[src/verilog/dram_ctrl_pkg.sv]
/*
 * Constants, timing figures and the state type for the host-side controller
 * of a 1M x 36 multiplexed-address DRAM module.
 * Assumes a single 100 MHz clock and a synchronous active-low reset.
 */
// Notes on behaviour
// - Every one of 1024 rows gets a row strobe within each 16 ms.
// - Refresh row counter puts its most significant, slowest bit on A9.
// - All combinations of A0-A8 are refreshed at least every 8 ms.
// - Refresh keeps all column strobes high and cycles only row strobes.
// - Only early writes: write strobe low before any column strobe falls.
`default_nettype none
package dram_ctrl_pkg;
    // ------------------------------------------------------------------
    // Geometry
    // ------------------------------------------------------------------
    localparam int unsigned ADDR_W     = 20;
    localparam int unsigned MUX_W      = 10;
    localparam int unsigned LANES      = 4;
    localparam int unsigned DATA_W     = 32;
    localparam int unsigned ROWS       = 1024;
    localparam int unsigned ROW_LSB    = 10;
    localparam int unsigned COL_LSB    = 0;

    // ------------------------------------------------------------------
    // Timing
    // ------------------------------------------------------------------
    localparam int unsigned CLK_MHZ    = 100;
    localparam int unsigned CLK_NS     = 1000 / CLK_MHZ;
    localparam int unsigned REF_MS     = 16;
    localparam int unsigned PAR_REF_MS = 8;
    // The 8 ms limit on A0-A8 dominates; a margin of two is kept, so all
    // 1024 rows come round in about 4 ms.
    localparam int unsigned REF_INT_CYC =
        (PAR_REF_MS * 1000 * CLK_MHZ * 1000) / (2 * ROWS * 1000);
    localparam int unsigned T_RP_NS    = 60;
    localparam int unsigned T_RCD_NS   = 30;
    localparam int unsigned T_CAS_NS   = 30;
    localparam int unsigned T_RAS_NS   = 80;
    localparam int unsigned RP_CYC  = (T_RP_NS + CLK_NS - 1) / CLK_NS;
    localparam int unsigned RCD_CYC = (T_RCD_NS + CLK_NS - 1) / CLK_NS;
    localparam int unsigned CAS_CYC = (T_CAS_NS + CLK_NS - 1) / CLK_NS;
    localparam int unsigned RAS_CYC = (T_RAS_NS + CLK_NS - 1) / CLK_NS;
    localparam logic [3:0]  STROBES_IDLE = 4'h0;

    typedef enum logic [2:0] {
        ST_IDLE, ST_RAS, ST_CAS, ST_REF, ST_PRE
    } ctrl_state_t;
endpackage
`default_nettype wire

[src/verilog/refresh_timer.sv]
/*
 * Refresh request timer and row counter.
 * Assumes the controller acknowledges each request with one-cycle pulse.
 */
`timescale 1ns/1ps
`default_nettype none
module refresh_timer
    import dram_ctrl_pkg::*;
#(
    parameter int unsigned INTERVAL = REF_INT_CYC
) (
    // Clock and reset
    input  wire logic             ref_clk_i,
    input  wire logic             nrst_i,
    // Handshake
    input  wire logic             done_i,
    output logic                  req_o,
    output logic [MUX_W-1:0]      row_o
);
    logic [15:0]      cnt_q;
    logic [MUX_W-1:0] row_q;
    logic             req_q;
    wire              tick = (cnt_q == 16'(INTERVAL - 1));

    always_ff @(posedge ref_clk_i) begin
        if (!nrst_i) begin
            cnt_q <= 16'h0000;
            req_q <= 1'b0;
            row_q <= '0;
        end else begin
            cnt_q <= tick ? 16'h0000 : cnt_q + 16'h0001;
            // A new tick wins over a simultaneous acknowledge.
            req_q <= tick | (req_q & ~done_i);
            // Plain binary count: A9 is the MSB and toggles slowest.
            if (done_i) begin
                row_q <= row_q + MUX_W'(1);
            end
        end
    end
    assign req_o = req_q;
    assign row_o = row_q;
endmodule
`default_nettype wire

[src/verilog/dram_ctrl.sv]
/*
 * Host controller driving a 1M x 36 DRAM module over its strobes.
 * Assumes the module's pins are wired to these ports and the outside world
 * resolves the shared data and parity wires from the output enables.
 */
`timescale 1ns/1ps
`default_nettype none
module dram_ctrl
    import dram_ctrl_pkg::*;
#(
    parameter int unsigned REF_INTERVAL = REF_INT_CYC
) (
    // Clock and reset
    input  wire logic                 ref_clk_i,
    input  wire logic                 nrst_i,
    // User request
    input  wire logic                 req_i,
    input  wire logic                 we_i,
    input  wire logic [ADDR_W-1:0]    addr_i,
    input  wire logic [LANES-1:0]     lane_en_i,
    input  wire logic [DATA_W-1:0]    wdata_i,
    input  wire logic [LANES-1:0]     wpar_i,
    output logic                      ready_o,
    output logic                      rvalid_o,
    output logic [DATA_W-1:0]         rdata_o,
    output logic [LANES-1:0]          rpar_o,
    // Module pins
    output logic                      row_strobe_lower_half_n_o,
    output logic                      row_strobe_upper_half_n_o,
    output logic [LANES-1:0]          lane_column_strobes_n_o,
    output logic                      write_strobe_n_o,
    output logic [MUX_W-1:0]          multiplexed_addr_lines_o,
    input  wire logic [DATA_W-1:0]    shared_data_lines_i,
    output logic [DATA_W-1:0]         shared_data_lines_o,
    output logic [LANES-1:0]          shared_data_lines_oe_o,
    input  wire logic [LANES-1:0]     lane_parity_lines_i,
    output logic [LANES-1:0]          lane_parity_lines_o,
    output logic [LANES-1:0]          lane_parity_lines_oe_o
);
    // ------------------------------------------------------------------
    // State
    // ------------------------------------------------------------------
    ctrl_state_t       state_q;
    logic [7:0]        cnt_q;
    logic              we_q;
    logic [LANES-1:0]  lanes_q;
    logic [ADDR_W-1:0] addr_q;
    logic [DATA_W-1:0] wdata_q, rdata_q, dq_s1_q, dq_s2_q;
    logic [LANES-1:0]  wpar_q, rpar_q, mp_s1_q, mp_s2_q;
    logic              rvalid_q, ras_lo_q, ras_hi_q, we_n_q;
    logic [LANES-1:0]  cas_n_q;
    logic [MUX_W-1:0]  ma_q;
    logic              ref_req, ref_done;
    logic [MUX_W-1:0]  ref_row;

    refresh_timer #(.INTERVAL(REF_INTERVAL)) u_ref (
        .ref_clk_i (ref_clk_i),
        .nrst_i    (nrst_i),
        .done_i    (ref_done),
        .req_o     (ref_req),
        .row_o     (ref_row)
    );

    // ------------------------------------------------------------------
    // Decoding
    // ------------------------------------------------------------------
    wire cnt_end = (cnt_q == 8'h00);
    // Lanes 0-1 need the lower row strobe, lanes 2-3 the upper one.
    wire need_lo = |lane_en_i[1:0];
    wire need_hi = |lane_en_i[3:2];
    assign ready_o  = (state_q == ST_IDLE) && !ref_req;
    assign ref_done = (state_q == ST_REF) && cnt_end;
    wire start = ready_o && req_i && (lane_en_i != STROBES_IDLE);

    always_ff @(posedge ref_clk_i) begin
        if (!nrst_i) begin
            state_q  <= ST_IDLE;
            cnt_q    <= 8'h00;
            we_q     <= 1'b0;
            lanes_q  <= 4'h0;
            addr_q   <= 20'h0_0000;
            wdata_q  <= 32'h0000_0000;
            wpar_q   <= 4'h0;
            ras_lo_q <= 1'b1;
            ras_hi_q <= 1'b1;
            cas_n_q  <= 4'hF;
            we_n_q   <= 1'b1;
            ma_q     <= 10'h000;
        end else begin
            cnt_q <= cnt_end ? 8'h00 : cnt_q - 8'h01;
            unique case (state_q)
                ST_IDLE: begin
                    if (ref_req) begin
                        // Row-only refresh; column strobes stay high.
                        ma_q     <= ref_row;
                        ras_lo_q <= 1'b0;
                        ras_hi_q <= 1'b0;
                        cnt_q    <= 8'(RAS_CYC - 1);
                        state_q  <= ST_REF;
                    end else if (start) begin
                        we_q     <= we_i;
                        lanes_q  <= lane_en_i;
                        addr_q   <= addr_i;
                        wdata_q  <= wdata_i;
                        wpar_q   <= wpar_i;
                        ma_q     <= addr_i[ROW_LSB +: MUX_W];
                        ras_lo_q <= ~need_lo;
                        ras_hi_q <= ~need_hi;
                        cnt_q    <= 8'(RCD_CYC - 1);
                        state_q  <= ST_RAS;
                    end
                end
                ST_RAS: begin
                    if (cnt_end) begin
                        ma_q    <= addr_q[COL_LSB +: MUX_W];
                        // Write strobe falls one cycle before columns.
                        we_n_q  <= ~we_q;
                        cnt_q   <= 8'(CAS_CYC);
                        state_q <= ST_CAS;
                    end
                end
                ST_CAS: begin
                    if (cnt_q == 8'(CAS_CYC)) begin
                        cas_n_q <= ~lanes_q;
                    end
                    if (cnt_end) begin
                        cas_n_q  <= 4'hF;
                        ras_lo_q <= 1'b1;
                        ras_hi_q <= 1'b1;
                        we_n_q   <= 1'b1;
                        cnt_q    <= 8'(RP_CYC - 1);
                        state_q  <= ST_PRE;
                    end
                end
                ST_REF: begin
                    if (cnt_end) begin
                        ras_lo_q <= 1'b1;
                        ras_hi_q <= 1'b1;
                        cnt_q    <= 8'(RP_CYC - 1);
                        state_q  <= ST_PRE;
                    end
                end
                ST_PRE: begin
                    if (cnt_end) begin
                        state_q <= ST_IDLE;
                    end
                end
            endcase
        end
    end

    // ------------------------------------------------------------------
    // Read capture through two flip-flops; all four lanes taken whole at the last column cycle.
    // ------------------------------------------------------------------
    wire cas_last = (state_q == ST_CAS) && cnt_end;
    always_ff @(posedge ref_clk_i) begin
        if (!nrst_i) begin
            dq_s1_q  <= 32'h0000_0000;
            dq_s2_q  <= 32'h0000_0000;
            mp_s1_q  <= 4'h0;
            mp_s2_q  <= 4'h0;
            rdata_q  <= 32'h0000_0000;
            rpar_q   <= 4'h0;
            rvalid_q <= 1'b0;
        end else begin
            dq_s1_q  <= shared_data_lines_i;
            dq_s2_q  <= dq_s1_q;
            mp_s1_q  <= lane_parity_lines_i;
            mp_s2_q  <= mp_s1_q;
            rvalid_q <= cas_last && !we_q;
            if (cas_last && !we_q) begin
                rdata_q <= dq_s2_q;
                rpar_q  <= mp_s2_q;
            end
        end
    end

    // Drive data only while writing, so the shared lines never collide.
    wire [LANES-1:0] wr_oe = (we_q && state_q == ST_CAS && !we_n_q) ?
                             lanes_q : 4'h0;
    assign shared_data_lines_oe_o    = wr_oe;
    assign lane_parity_lines_oe_o    = wr_oe;
    assign shared_data_lines_o       = wdata_q;
    assign lane_parity_lines_o       = wpar_q;
    assign row_strobe_lower_half_n_o = ras_lo_q;
    assign row_strobe_upper_half_n_o = ras_hi_q;
    assign lane_column_strobes_n_o   = cas_n_q;
    assign write_strobe_n_o          = we_n_q;
    assign multiplexed_addr_lines_o  = ma_q;
    assign rvalid_o                  = rvalid_q;
    assign rdata_o                   = rdata_q;
    assign rpar_o                    = rpar_q;
endmodule
`default_nettype wire

[config.mk]
export PLATFORM = sky130hd
export DESIGN_NAME = dram_ctrl
export DESIGN_NICKNAME = d
export VERILOG_FILES = /design/src/verilog/dram_ctrl_pkg.sv /design/src/verilog/refresh_timer.sv /design/src/verilog/dram_ctrl.sv
export SDC_FILE = /design/constraint.sdc
export NUM_CORES = 1
export LEC_CHECK = 0
export BUFFER_PORTS_ARGS = -buffer_cell sky130_fd_sc_hd__buf_4
export CORE_MARGIN = 5
export CORE_UTILIZATION = 56
export DETAILED_ROUTE_END_ITERATION = 10
export PLACE_DENSITY = 0.89
export SYNTH_ARGS = -nofsm -noshare
export SYNTH_HDL_FRONTEND = slang
export SYNTH_SLANG_ARGS = --single-unit
[constraint.sdc]
create_clock -name ref_clk_i -period 5.1 [get_ports ref_clk_i]
set_clock_uncertainty 0.15 [all_clocks]
set_input_delay 0.255 -clock ref_clk_i [delete_from_list [all_inputs] [get_ports ref_clk_i]]
set_output_delay 0.255 -clock ref_clk_i [all_outputs]
set_load 0.005 [all_outputs]
* Word level (Yosys, flattened, before mapping)
Index checks and enable logic that the tools add are counted.
Widths: inputs -> output; s select.
** Word-level totals
- Bits in registers :: 215
- Bits of input ports :: 100
- Word-level logic and storage cells :: 101
** Operators by class
- $add $sub $neg :: 3
- Muxes and demuxes :: 28
- Reductions and logical operators :: 28
- Equal/unequal tests :: 11
- Bitwise operators :: 9
** Operators with widths (number)
- $mux 8 :: 5
- $mux 10 :: 3
- $pmux 8 s3 :: 1
- $pmux 10 s2 :: 1
- $add 16x1->16 const B :: 1
- $eq 16x9->1 const B :: 1
- $mux 3 :: 5
- $mux 4 :: 3
- $pmux 3 s4 :: 1
- $reduce_and 3->1 :: 4
- $add 10x1->10 const B :: 1
- $eq 8x2->1 const B :: 1
- $logic_and 1x1->1 :: 8
- $logic_not 8->1 :: 1
- $reduce_bool 2->1 :: 4
- $reduce_or 2->1 :: 4
- $sub 8x1->8 const B :: 1
- $eq 3x2->1 const B :: 2
- $mux 1 :: 6
- $ne 2x2->1 const B :: 3
- $not 1->1 :: 6
- $pmux 1 s2 :: 3
- $not 4->4 :: 1
- $reduce_and 4->1 :: 1
- 10 further kinds :: 12

* Depth between registers and ports, before layout
Gate-level depths: netlist of the first run.
- Depth in word-level cells :: 7
- Gate-level depth with buffers :: 9
- Mapped depth without buffers :: 6

* By module
A second synthesis of the first run with hierarchy kept.
** Second synthesis, totals
- Cells, all modules :: 865
- Area, all modules :: 7975.1 µm²
** By module, submodules not included
- dram_ctrl :: area an instance 6767.7 µm², seq. area each 3763.6 µm², cells an instance 733, instances 1
- refresh_timer :: area an instance 1207.4 µm², seq. area each 540.5 µm², cells an instance 132, instances 1

* Worst setup path before layout of the first run
OpenSTA, ideal clock, no wires.
- Path kind :: reg-to-reg
- Start point :: reg cnt_q[0]
- End point :: reg rdata_q[20] (netlist: rdata_o[20])
- Arrival time :: 1889 ps
- Slack :: 2929 ps
- Stages on the path, launching flop included :: 10
- Required time :: 4818 ps
- Period minus slack after synthesis :: 2171 ps
- Cell sequence :: dfxtp_1 > inv_1 > ha_1 > or3b_1 > clkbuf_1 > or4_4 > buf_6 > buf_6 > nand2_1 > a21oi_1
** On the way
- Cells in the longest elaborated chain, start to end :: 3
** Ends and longest elaborated chain
- start: declaration :: RTL line dram_ctrl.sv:44 : logic [7:0] cnt_q;
- start signal: assignment :: RTL line dram_ctrl.sv:90 : cnt_q <= cnt_end ? 8'h00 : cnt_q - 8'h01;
- start signal: assignment :: RTL line dram_ctrl.sv:98 : cnt_q <= 8'(RAS_CYC - 1);
- start signal: assignment :: RTL line dram_ctrl.sv:109 : cnt_q <= 8'(RCD_CYC - 1);
- $logic_not 8->1 :: RTL line dram_ctrl.sv:67 : wire cnt_end = (cnt_q == 8'h00);
- $logic_and 1x1->1 :: RTL line dram_ctrl.sv:155 : wire cas_last = (state_q == ST_CAS) && cnt_end;
- $logic_and 1x1->1 :: RTL line dram_ctrl.sv:171 : if (cas_last && !we_q) begin
- end signal: assignment :: RTL line dram_ctrl.sv:172 : rdata_q <= dq_s2_q;
- end: declaration :: RTL line dram_ctrl.sv:48 : logic [DATA_W-1:0] wdata_q, rdata_q, dq_s1_q, dq_s2_q;
No other way between the ends.
A chain may end at the register's enable or synchronous reset.

* Final worst setup path of the first run
- Start point :: reg u_ref.req_q (netlist: u_ref.req_o)
- End point :: reg wdata_q[6] (netlist: shared_data_lines_o[6])
** On the way
- Cells in the longest elaborated chain, start to end :: 5
- Elaborated cells between the ends (all ways) :: 6
** Ends and longest elaborated chain
- start: declaration :: RTL line refresh_timer.sv:22 : logic req_q;
- start signal: assignment :: RTL line refresh_timer.sv:33 : req_q <= tick | (req_q & ~done_i);
- $logic_not 1->1 :: RTL line dram_ctrl.sv:71 : assign ready_o = (state_q == ST_IDLE) && !ref_req;
- $logic_and 1x1->1 :: RTL line dram_ctrl.sv:71
- $logic_and 1x1->1 (2 in series) :: RTL line dram_ctrl.sv:73 : wire start = ready_o && req_i && (lane_en_i != STROBES_IDLE);
- $reduce_and 3->1 (no source line) (*)
- end signal: assignment :: RTL line dram_ctrl.sv:104 : wdata_q <= wdata_i;
- end: declaration :: RTL line dram_ctrl.sv:48
Mark *: on every way between the ends. The rest lies on a longest branch, timed or not.

==> flow_metrics.env, run 1 <==
export IMPL_outcome="completed"
export IMPL_critPathKind="reg -> reg"
export IMPL_rsz0062_at_grt="false"
export IMPL_htreeDepth=1
export IMPL_cts_tree="yes"
export IMPL_worst_pin_slew_ns=0.926
export IMPL_clock_tree_buffer_depth=3
export IMPL_crit_path_end_kind="flip-flop"
export IMPL_synth_cells=866
export IMPL_core_area_sq_mm=0.0137
export IMPL_cts_setup_buffers=0
export IMPL_hold_violations=0
export IMPL_ios=199
export IMPL_num_vias=7137
export IMPL_port_buffers=198
export IMPL_wl_per_cell_um=17.0
export IMPL_syn2layout_area_growth_pct=39.2
export IMPL_synth_fp_nets=971
export IMPL_root_buffer="clkbuf_16"
export IMPL_final_common_cell="dfxtp_1"
export IMPL_mostFrequentLayoutCells="215 x dfxtp_1, 203 x buf_4, 199 x nand2_1"
export IMPL_period_needed_ns=2.71
export IMPL_drive_above_1_share_pct=21.5
export IMPL_fmax_mhz=369
export IMPL_p_per_area_mw_per_mm2=422
export IMPL_max_cap_viol_count=0
export IMPL_dpl_hpwl_mm=12.3
export IMPL_slew_headroom_pct=38.2
export IMPL_firstDrtPassIters=5
export IMPL_vdd_ir_drop_max_mv=0.318
export IMPL_die_y_um=128
export IMPL_grt_pass1_vias=7168
export IMPL_total_power_w=0.00455
export IMPL_synth_top_cell_by_area="dfxtp_1"
export IMPL_antenna_found_initial=0
export IMPL_async_flop_share_pct=0
export IMPL_drtAntennaViolNets=0
export IMPL_hold_class="in -> reg"
export IMPL_fin_crit_sh_pct=53.2
export IMPL_slew_violations=0
export IMPL_floorplan_initialDensity_pct=56.4
export IMPL_fin_setup_tns_ns=0
export IMPL_path_clk_slew_ns=0.06
export IMPL_synth_top_area_share_pct=55.6
export IMPL_crit_fanout=40
export IMPL_start_kind="flip-flop"
export IMPL_cts_sinks=215
export IMPL_viasPerCell=5.43
export IMPL_num_rows=43
export IMPL_synth_enable_flop_cells=0
export IMPL_gr_total_overflow=0
export IMPL_synth_top_flop_cell="dfxtp_1"
export IMPL_postSynthAreaPerCell_sq_um=8.94
export IMPL_setup_violations=0
export IMPL_netlist_area_sq_mm=0.00774
export IMPL_synthTopCellsByArea="dfxtp_1 56%, nand2_1 9.6%, a21oi_1 6.9%"
export IMPL_die_w_um=128
export IMPL_ys_ff_latch=215
export IMPL_drt_wl_total_mm=22.4
export IMPL_leakage_nw=4.41
export IMPL_seq_area_frac_synth_pct=55.6
export IMPL_place_gp_congestion=0.857
export IMPL_critPathArrivalTime_ns=2.96
export IMPL_grt_pass1_wl_mm=35.2
export IMPL_n_antenna_cell=0
export IMPL_track_usage_pct=26.3
export IMPL_first_iter_violations=537
export IMPL_cts_buffers=22
export IMPL_grt_max_degree=101
export IMPL_drc=0
export IMPL_clkLatencyLatePin_ns=0.49
export IMPL_yosys_warnings=0
export IMPL_ys_types=46
export IMPL_critPathRequiredTime_ns=5.35
export IMPL_die_area_sq_mm=0.0163
export IMPL_num_nets_final=1227
cells in the mapped netlist, drive strengths merged (5+ instances only):
cell    count
or3         7
nor2       33
mux2i      10
xnor2      16
inv        11
clkbuf     44
nand4      19
nand3      14
and2       78
o21ai      19
or4         9
nand2     199
a21oi     107
nor3        9
dfxtp     215
ha          5
nor4        8
buf        15
o211ai     17
state kept, by name (all words and copies together) (netlist names):
name and cells:
dq_s1_q 32, dq_s2_q 32, rdata_o 32, shared_data_lines_o 32, u_ref.cnt_q 16, addr_q 10, multiplexed_addr_lines_o 10, u_ref.row_o 10
cnt_q 8, lane_column_strobes_n_o 4, lane_parity_lines_o 4, lanes_q 4, mp_s1_q 4, mp_s2_q 4, rpar_o 4, state_q 3
row_strobe_lower_half_n_o 1, row_strobe_upper_half_n_o 1, rvalid_o 1, u_ref.req_o 1, we_q 1, write_strobe_n_o 1
layer usage:
| metal | GRT usage [%] | part of all wire, % |
|---|---|---|
| met5 | 0 | 0 |
| met4 | 12.2 | 4.9 |
| met3 | 4.35 | 6.1 |
| met2 | 46.7 | 51 |
| met1 | 30.9 | 38 |
through the flow:
| step | instances | instance area [sq um] | utilization [%] | hold slack [ns] | setup slack [ns] |
|---|---|---|---|---|---|
| 3_5_place_dp | 1190 | 9200 | 67.0 | 0.269 | 2.32 |
| 6_report | 1314 | 10800 | 78.6 | 0.0628 | 2.39 |
| 2_1_floorplan | 866 | 7740 | - | 0.232 | 2.93 |
| 3_3_place_gp | 1190 | 9200 | 67.0 | 0.264 | 2.41 |
| 4_1_cts | 1314 | 10800 | 78.6 | 0.0473 | 2.47 |
| 5_1_grt | 1314 | 10800 | 78.6 | 0.0883 | 2.21 |
report_power, final:
part	leakage, nW	internal [W]	switching (W)
combinational	2.30	0.000434	0.000575
clock	0.347	0.000928	0.000633
sequential	1.76	0.00185	0.000129
area by class of cell:
| cell class | count | area, sq um |
|---|---|---|
| inverter | 12 | 46.3 |
| clock buffer | 31 | 646 |
| tap | 180 | 225 |
| fill | 772 | 2940 |
| multi-input combinational | 580 | 3100 |
| timing repair buffer | 291 | 2400 |
| sequential | 215 | 4300 |
| clock inverter | 5 | 53.8 |
critical path, cell delays in order, from the launching register on:
cell	delay, ns
dfxtp_1	0.93
inv_1	0.26
nand4_1	0.44
buf_4	0.46
nand2_1	0.11
a21oi_1	0.25
logic make-up after synthesis:
| group | Yosys count | synth area share, % |
|---|---|---|
| compound gates | 155 | 11.0 |
| fa+ha+maj | 5 | 0.808 |
| buf+inv | 71 | 4.36 |
| simple gates | 390 | 24.7 |
| xor+xnor | 20 | 2.26 |
| flops | 215 | 55.6 |
| mux | 10 | 1.29 |
final timing paths:
kind                                             start                                        to  slack [ns]  cells after the start
worst max-delay path            u_ref.req_o$_SDFF_PN0_       shared_data_lines_o[6]$_SDFFE_PN0P_        2.39                      5
worst min-delay path                        addr_i[18]  multiplexed_addr_lines_o[8]$_SDFFE_PN0P_        0.06                      5
worst max register to register  u_ref.req_o$_SDFF_PN0_       shared_data_lines_o[6]$_SDFFE_PN0P_        2.39                      5
worst min register to register  dq_s2_q[30]$_SDFF_PN0_                  rdata_o[30]$_SDFFE_PN0P_        0.27                      2
what timing repair did:
action                     4_1_cts  5_1_grt
hold buffers                    88        0
hold endpoints to repair        90        0
resized for setup                0        0
setup endpoints to repair        0        0
No activity file was read; power rests on OpenSTA's default activity.
==> run 2: changes to the inputs <==
- ABC_AREA: default -> 1
- CORE_UTILIZATION: 56 -> 53
- PLACE_DENSITY: 0.89 -> 0.85
- clock period: 5.1 -> 2.5 ns (I/O delays scaled with it)
==> flow_metrics.env, run 2 <==
export IMPL_core_area_sq_mm=0.0146
export IMPL_placed_cell_area_sq_mm=0.00952
export IMPL_async_flop_share_pct=0
export IMPL_root_buffer="clkbuf_16"
export IMPL_netlist_area_sq_mm=0.00800
export IMPL_fmax_mhz=429
export IMPL_min_to="multiplexed_addr_lines_o[6]$_SDFFE_PN0P_"
export IMPL_vdd_ir_drop_max_mv=0.645
export IMPL_rsz0062_at_grt="false"
export IMPL_critPathRequiredTime_ns=2.78
export IMPL_leakage_nw=5.56
export IMPL_synthTopCellsByCount="215 x dfxtp_1, 195 x nand2_1, 183 x nor2_1, 118 x inv_1, 69 x o21ai_1"
export IMPL_critPathKind="reg -> reg"
export IMPL_design_area_sq_mm=0.0113
export IMPL_syn2layout_area_growth_pct=40.8
export IMPL_worstRegToRegCells=8
export IMPL_fin_cells=1524
export IMPL_setup_violations=0
export IMPL_final_common_cell="dfxtp_1"
export IMPL_yosys_warnings=0
export IMPL_timing_rr_end="we_q$_SDFFE_PN0P_"
export IMPL_synth_cells=1044
export IMPL_critPathArrivalTime_ns=2.61
export IMPL_regToRegStartpoint="state_q[2]$_SDFFE_PN0P_"
export IMPL_holdWs_ns=0.0249
export IMPL_fillers=959
export IMPL_drc=0
export IMPL_slew_headroom_pct=56.6
export IMPL_ys_ff_latch=215
export IMPL_first_iter_violations=506
export IMPL_num_nets_final=1432
export IMPL_fin_crit_sh_pct=93.2
export IMPL_track_usage_pct=25.4
export IMPL_num_rows=44
export IMPL_floorplan_initialDensity_pct=54.6
export IMPL_drtAntennaViolNets=0
export IMPL_place_inst=1382
export IMPL_hp_start="addr_i[16]"
export IMPL_fin_setup_tns_ns=0
export IMPL_crit_path_end_kind="flip-flop"
export IMPL_antenna_found_initial=0
export IMPL_cts_buffers=22
export IMPL_die_y_um=133
export IMPL_cts_sinks=215
export IMPL_mostFrequentLayoutCells="215 x dfxtp_1, 205 x buf_4, 195 x nand2_1"
export IMPL_slew_violations=0
export IMPL_n_antenna_cell=0
export IMPL_synth_top_cell_by_area="dfxtp_1"
export IMPL_p_per_area_mw_per_mm2=932
export IMPL_start_kind="flip-flop"
export IMPL_firstDrtPassIters=7
export IMPL_synth_top_flop_cell="dfxtp_1"
export IMPL_holdPathStages=7
export IMPL_dpl_hpwl_mm=13.0
export IMPL_viasPerCell=5.15
export IMPL_postSynthAreaPerCell_sq_um=7.66
export IMPL_period_needed_ns=2.33
export IMPL_synth_most_common_cell="dfxtp_1"
export IMPL_die_w_um=133
export IMPL_cts_tree="yes"
export IMPL_crit_fanout=48
export IMPL_clock_tree_buffer_depth=3
export IMPL_htreeDepth=1
export IMPL_die_area_sq_mm=0.0176
export IMPL_gr_total_overflow=0
export IMPL_drt_wl_total_mm=23.3
export IMPL_seq_area_frac_synth_pct=53.8
export IMPL_hold_class="in -> reg"
export IMPL_max_cap_viol_count=0
export IMPL_synth_enable_flop_cells=0
export IMPL_grt_pass1_wl_mm=37.6
export IMPL_ios=199
export IMPL_num_vias=7849
export IMPL_synthTopCellsByArea="dfxtp_1 54%, nand2_1 9.2%, nor2_1 8.6%"
export IMPL_path_clk_slew_ns=0.06
export IMPL_rrSetupSlack_ns=0.17
export IMPL_hold_violations=0
export IMPL_drive_above_1_share_pct=19.3
export IMPL_cts_setup_buffers=0
export IMPL_clkLatencyLatePin_ns=0.51
export IMPL_worst_pin_slew_ns=0.650
export IMPL_grt_pass1_vias=7902
export IMPL_ys_types=33
export IMPL_wl_per_cell_um=15.3
export IMPL_synth_fp_nets=1149
export IMPL_synth_top_area_share_pct=53.8
export IMPL_port_buffers=198
export IMPL_place_gp_congestion=0.877
export IMPL_grt_max_degree=112
export IMPL_outcome="completed"
-- run 2: cell count changes after synthesis, moves of 17 or more --
cell      change
nand3_1      +22
inv_1       +107
o21ai_1      +58
o21ai_0      +42
and2_1       -78
clkbuf_1     -17
a21oi_1      -54
nor2_1      +150
-- run 2: layer usage --
layer	vias up	share of wire (%)	GRT usage, %
met1	3582	38	28.9
li1	3824	-	-
met4	0	3.7	9.24
met2	360	50	45.8
met5	-	0	0
met3	83	7.8	6.49
-- run 2: worst max-delay path by stage --
stage	startpoint	depth (start not counted)	end	slack [ns]
3_3_place_gp	cnt_q[0]$_SDFF_PN0_	9	rdata_o[31]$_SDFFE_PN0P_	0.50
3_5_place_dp	cnt_q[0]$_SDFF_PN0_	9	rdata_o[25]$_SDFFE_PN0P_	0.34
4_1_cts	state_q[2]$_SDFFE_PN0P_	8	we_q$_SDFFE_PN0P_	0.17
2_1_floorplan	cnt_q[0]$_SDFF_PN0_	9	u_ref.row_o[2]$_SDFFE_PN0P_	0.80
5_1_grt	state_q[2]$_SDFFE_PN0P_	8	we_q$_SDFFE_PN0P_	0.02
6_report	state_q[2]$_SDFFE_PN0P_	8	we_q$_SDFFE_PN0P_	0.17
-- run 2: metrics by stage --
stage / power (W) / util, % / setup slack (ns)
2_1_floorplan: 0.00611 / - / 0.802
3_3_place_gp: 0.00711 / 65.0 / 0.496
3_5_place_dp: 0.00720 / 65.0 / 0.337
4_1_cts: 0.0104 / 76.9 / 0.172
5_1_grt: 0.0111 / 76.9 / 0.0193
6_report: 0.0105 / 76.9 / 0.169
-- run 2: logic make-up (layout without fill, tap and decap cells) --
family / count (synthesis) / count (layout) / share of synthesized area [%]
flip-flops: 215 / 215 / 53.8
XOR/XNOR: 8 / 8 / 0.876
AND/OR/NAND/NOR: 458 / 458 / 23.8
adder cells (fa/ha/maj): 5 / 5 / 0.782
buffers and inverters: 178 / 474 / 9.20
AO/OA/AOI/OAI: 180 / 180 / 11.5
-- run 2: worst max-delay path: stages (launching register included) --
cell and delay (ns):
dfxtp_1 0.44, inv_2 0.13, nand2_2 0.15, nor2_4 0.06, nand3_2 0.11, buf_4 0.42
o21ai_1 0.09, dlygate4sd3_1 0.58, a21oi_1 0.11
-- run 2: power breakdown --
part | internal, W | switching, W
combinational | 0.00132 | 0.00175
clock | 0.00180 | 0.00129
sequential | 0.00398 | 0.000346
-- run 2: timing repair --
item,CTS,global route
hold buffers,105,0
resized for setup,0,0
setup endpoints to repair,0,0
endpoints found under the hold margin,104,0
-- run 2: cell type report --
class	instances	area [sq um]	share of cell area [%]
flip-flops and latches	215	4300	38.2
clock inverters	3	26.3	0.233
repair buffers	311	2610	23.2
clock buffers	34	656	5.82
inverters	126	473	4.20
multi-input cells	651	2960	26.3
well taps	184	230	2.05
==> run 3: changes to the inputs <==
- MAX_ROUTING_LAYER: default -> met4
- PLACE_DENSITY: 0.85 -> 0.84
- SYNTH_HIERARCHICAL: default -> 1
==> flow_metrics.env, run 3 <==
export IMPL_viasPerCell=5.03
export IMPL_met3_usage_pct=4.48
export IMPL_clock_tree_buffer_depth=3
export IMPL_synth_most_common_cell="nand2_1"
export IMPL_grt_max_degree=47
export IMPL_num_rows=46
export IMPL_synth_enable_flop_cells=0
export IMPL_postSynthAreaPerCell_sq_um=7.96
export IMPL_synth_fp_nets=1164
export IMPL_num_vias=8048
export IMPL_htreeDepth=1
export IMPL_first_iter_violations=617
export IMPL_grtUsageMet1_pct=28.7
export IMPL_fmax_mhz=427
export IMPL_core_area_sq_mm=0.0157
export IMPL_period_needed_ns=2.34
export IMPL_hold_violations=0
export IMPL_antenna_found_initial=0
export IMPL_grt_pass1_vias=8272
export IMPL_drive_above_1_share_pct=24.9
export IMPL_synth_top_cell_by_area="dfxtp_1"
export IMPL_port_buffers=198
export IMPL_outcome="completed"
export IMPL_critPathArrivalTime_ns=2.61
export IMPL_gr_total_overflow=0
export IMPL_fillers=1023
export IMPL_critPathKind="reg -> reg"
export IMPL_slew_headroom_pct=66.4
export IMPL_hold_class="in -> reg"
export IMPL_slowest_delay_ns=0.62
export IMPL_synthTopCellsByArea="dfxtp_1 51%, nand2_1 11%, nor2_1 6.3%"
export IMPL_pre_cts_slack_ns=0.371
export IMPL_worst_pin_slew_ns=0.503
export IMPL_rsz0062_at_grt="false"
export IMPL_grt_use_met2_pct=47.7
export IMPL_floorplan_initialDensity_pct=53.6
export IMPL_synthTopCellsByCount="240 x nand2_1, 215 x dfxtp_1, 141 x nor2_1, 124 x inv_1, 70 x o21ai_0"
export IMPL_path_clk_slew_ns=0.07
export IMPL_synth_top_area_share_pct=51.1
export IMPL_drt_wl_total_mm=24.2
export IMPL_final_common_cell="nand2_1"
export IMPL_crit_fanout=43
export IMPL_cts_sinks=215
export IMPL_die_area_sq_mm=0.0185
export IMPL_synth_top_flop_cell="dfxtp_1"
export IMPL_firstDrtPassIters=7
export IMPL_drtAntennaViolNets=0
export IMPL_p_per_area_mw_per_mm2=838
export IMPL_clkLatencyLatePin_ns=0.50
export IMPL_cts_setup_buffers=0
export IMPL_dpl_hpwl_mm=13.8
export IMPL_fin_setup_tns_ns=0
export IMPL_top_usage_layer="met2"
export IMPL_worst_slack_ns=0.157
export IMPL_num_nets_final=1474
export IMPL_fin_crit_sh_pct=93.7
export IMPL_seq_area_frac_synth_pct=51.1
export IMPL_max_cap_viol_count=0
export IMPL_grt_pass1_wl_mm=38.8
export IMPL_place_inst=1435
export IMPL_ys_ff_latch=215
export IMPL_start_kind="flip-flop"
export IMPL_place_gp_congestion=0.898
export IMPL_crit_path_end_kind="flip-flop"
export IMPL_die_y_um=136
export IMPL_root_buffer="clkbuf_16"
export IMPL_yosys_warnings=6
export IMPL_ios=199
export IMPL_wl_per_cell_um=15.1
export IMPL_synth_cells=1058
export IMPL_cts_tree="yes"
export IMPL_critPathRequiredTime_ns=2.77
export IMPL_mostFrequentLayoutCells="240 x nand2_1, 215 x dfxtp_1, 208 x buf_4"
export IMPL_crit_path_cell_trace="inv_2 > nand2_2 > nor2_4 > nand3_4 > buf_6 > o21ai_0 > dlygate4sd3_1 > nor2_1"
export IMPL_ys_types=30
export IMPL_holdWs_ns=0.201
export IMPL_cpMaxStageDelayCell="dlygate4sd3_1"
export IMPL_fin_cells=1601
export IMPL_setup_violations=0
export IMPL_slew_violations=0
export IMPL_die_w_um=136
export IMPL_syn2layout_area_growth_pct=42.5
export IMPL_async_flop_share_pct=0
export IMPL_track_usage_pct=26.4
export IMPL_netlist_area_sq_mm=0.00842
export IMPL_leakage_nw=5.55
export IMPL_drc=0
export IMPL_vdd_ir_drop_max_mv=0.562
export IMPL_cts_buffers=22
-- run 3: changes by cell type after synthesis, moves of 7 or more --
cell     change
nand2_1     +45
a21oi_2     +32
o21ai_1     -68
nand3_2     +30
nor2_1      -42
o21ai_0     +20
nor3_1       -7
-- run 3: final cells by class --
type / instances / area [sq um] / share of cell area (%)
Antenna cell: 1 / 2.50 / 0.0209
Clock buffer: 26 / 586 / 4.88
Clock inverter: 14 / 140 / 1.17
Inverter: 131 / 492 / 4.10
Multi-Input combinational cell: 660 / 3300 / 27.5
Sequential cell: 215 / 4300 / 35.9
Tap cell: 216 / 270 / 2.25
Timing Repair Buffer: 338 / 2900 / 24.2
-- run 3: path summary, 6_finish.rpt --
check / start / to / slack (ns) / cells past startpoint
max: state_q[2]$_SDFFE_PN0P_ / shared_data_lines_o[2]$_SDFFE_PN0P_ / 0.16 / 8
min: shared_data_lines_i[30] / dq_s1_q[30]$_SDFF_PN0_ / 0.20 / 4
max reg2reg: state_q[2]$_SDFFE_PN0P_ / shared_data_lines_o[2]$_SDFFE_PN0P_ / 0.16 / 8
min reg2reg: dq_s1_q[19]$_SDFF_PN0_ / dq_s2_q[19]$_SDFF_PN0_ / 0.26 / 2
-- run 3: cells by family after synthesis --
kind of cell,synth area share (%)
xor gates and xnor gates,1.14
AOI/OAI and AO/OA,10.8
and+or+nand+nor,26.3
DFF,51.1
adders and majority gates,0.892
buffers and inverters,9.73
-- run 3: layer usage --
metal	routed length, um	share of wire (%)	vias to the layer above
met2	12400	51	314
li1	-	-	3919
met5	0	0	-
met1	9320	39	3742
met3	1570	6.5	73
met4	888	3.7	0
-- run 3: stage by stage --
step / power, W / area (sq um) / utilization (%)
finish: 0.0101 / 12000 / 76.4
global route: 0.0106 / 12000 / 76.3
CTS: 0.0100 / 12000 / 76.3
detailed placement: 0.00653 / 10000 / 63.7
global placement: 0.00647 / 10000 / 63.7
floorplan: 0.00569 / 8420 / -
-- run 3: critical path, delay by kind of cell, from the launching register on --
family                 cells  cell delay, ns
flip-flops                 1            0.52
AO/OA/AOI/OAI              1            0.14
AND/OR/NAND/NOR            4            0.42
buffers and inverters      3            1.03
-- run 3: repair_timing --
action | CTS | global route
setup endpoints to repair | 0 | 5
hold endpoints to repair | 109 | 0
hold buffers | 125 | 0
resized for setup | 0 | 2
-- run 3: where the power goes --
group / internal [W] / switching, W / total [W] / leakage [nW]
registers: 0.00385 / 0.000266 / 0.00412 / 1.76
clock network: 0.00190 / 0.00136 / 0.00326 / 0.359
logic: 0.00116 / 0.00153 / 0.00269 / 3.43
total: 0.00690 / 0.00316 / 0.0101 / 5.55
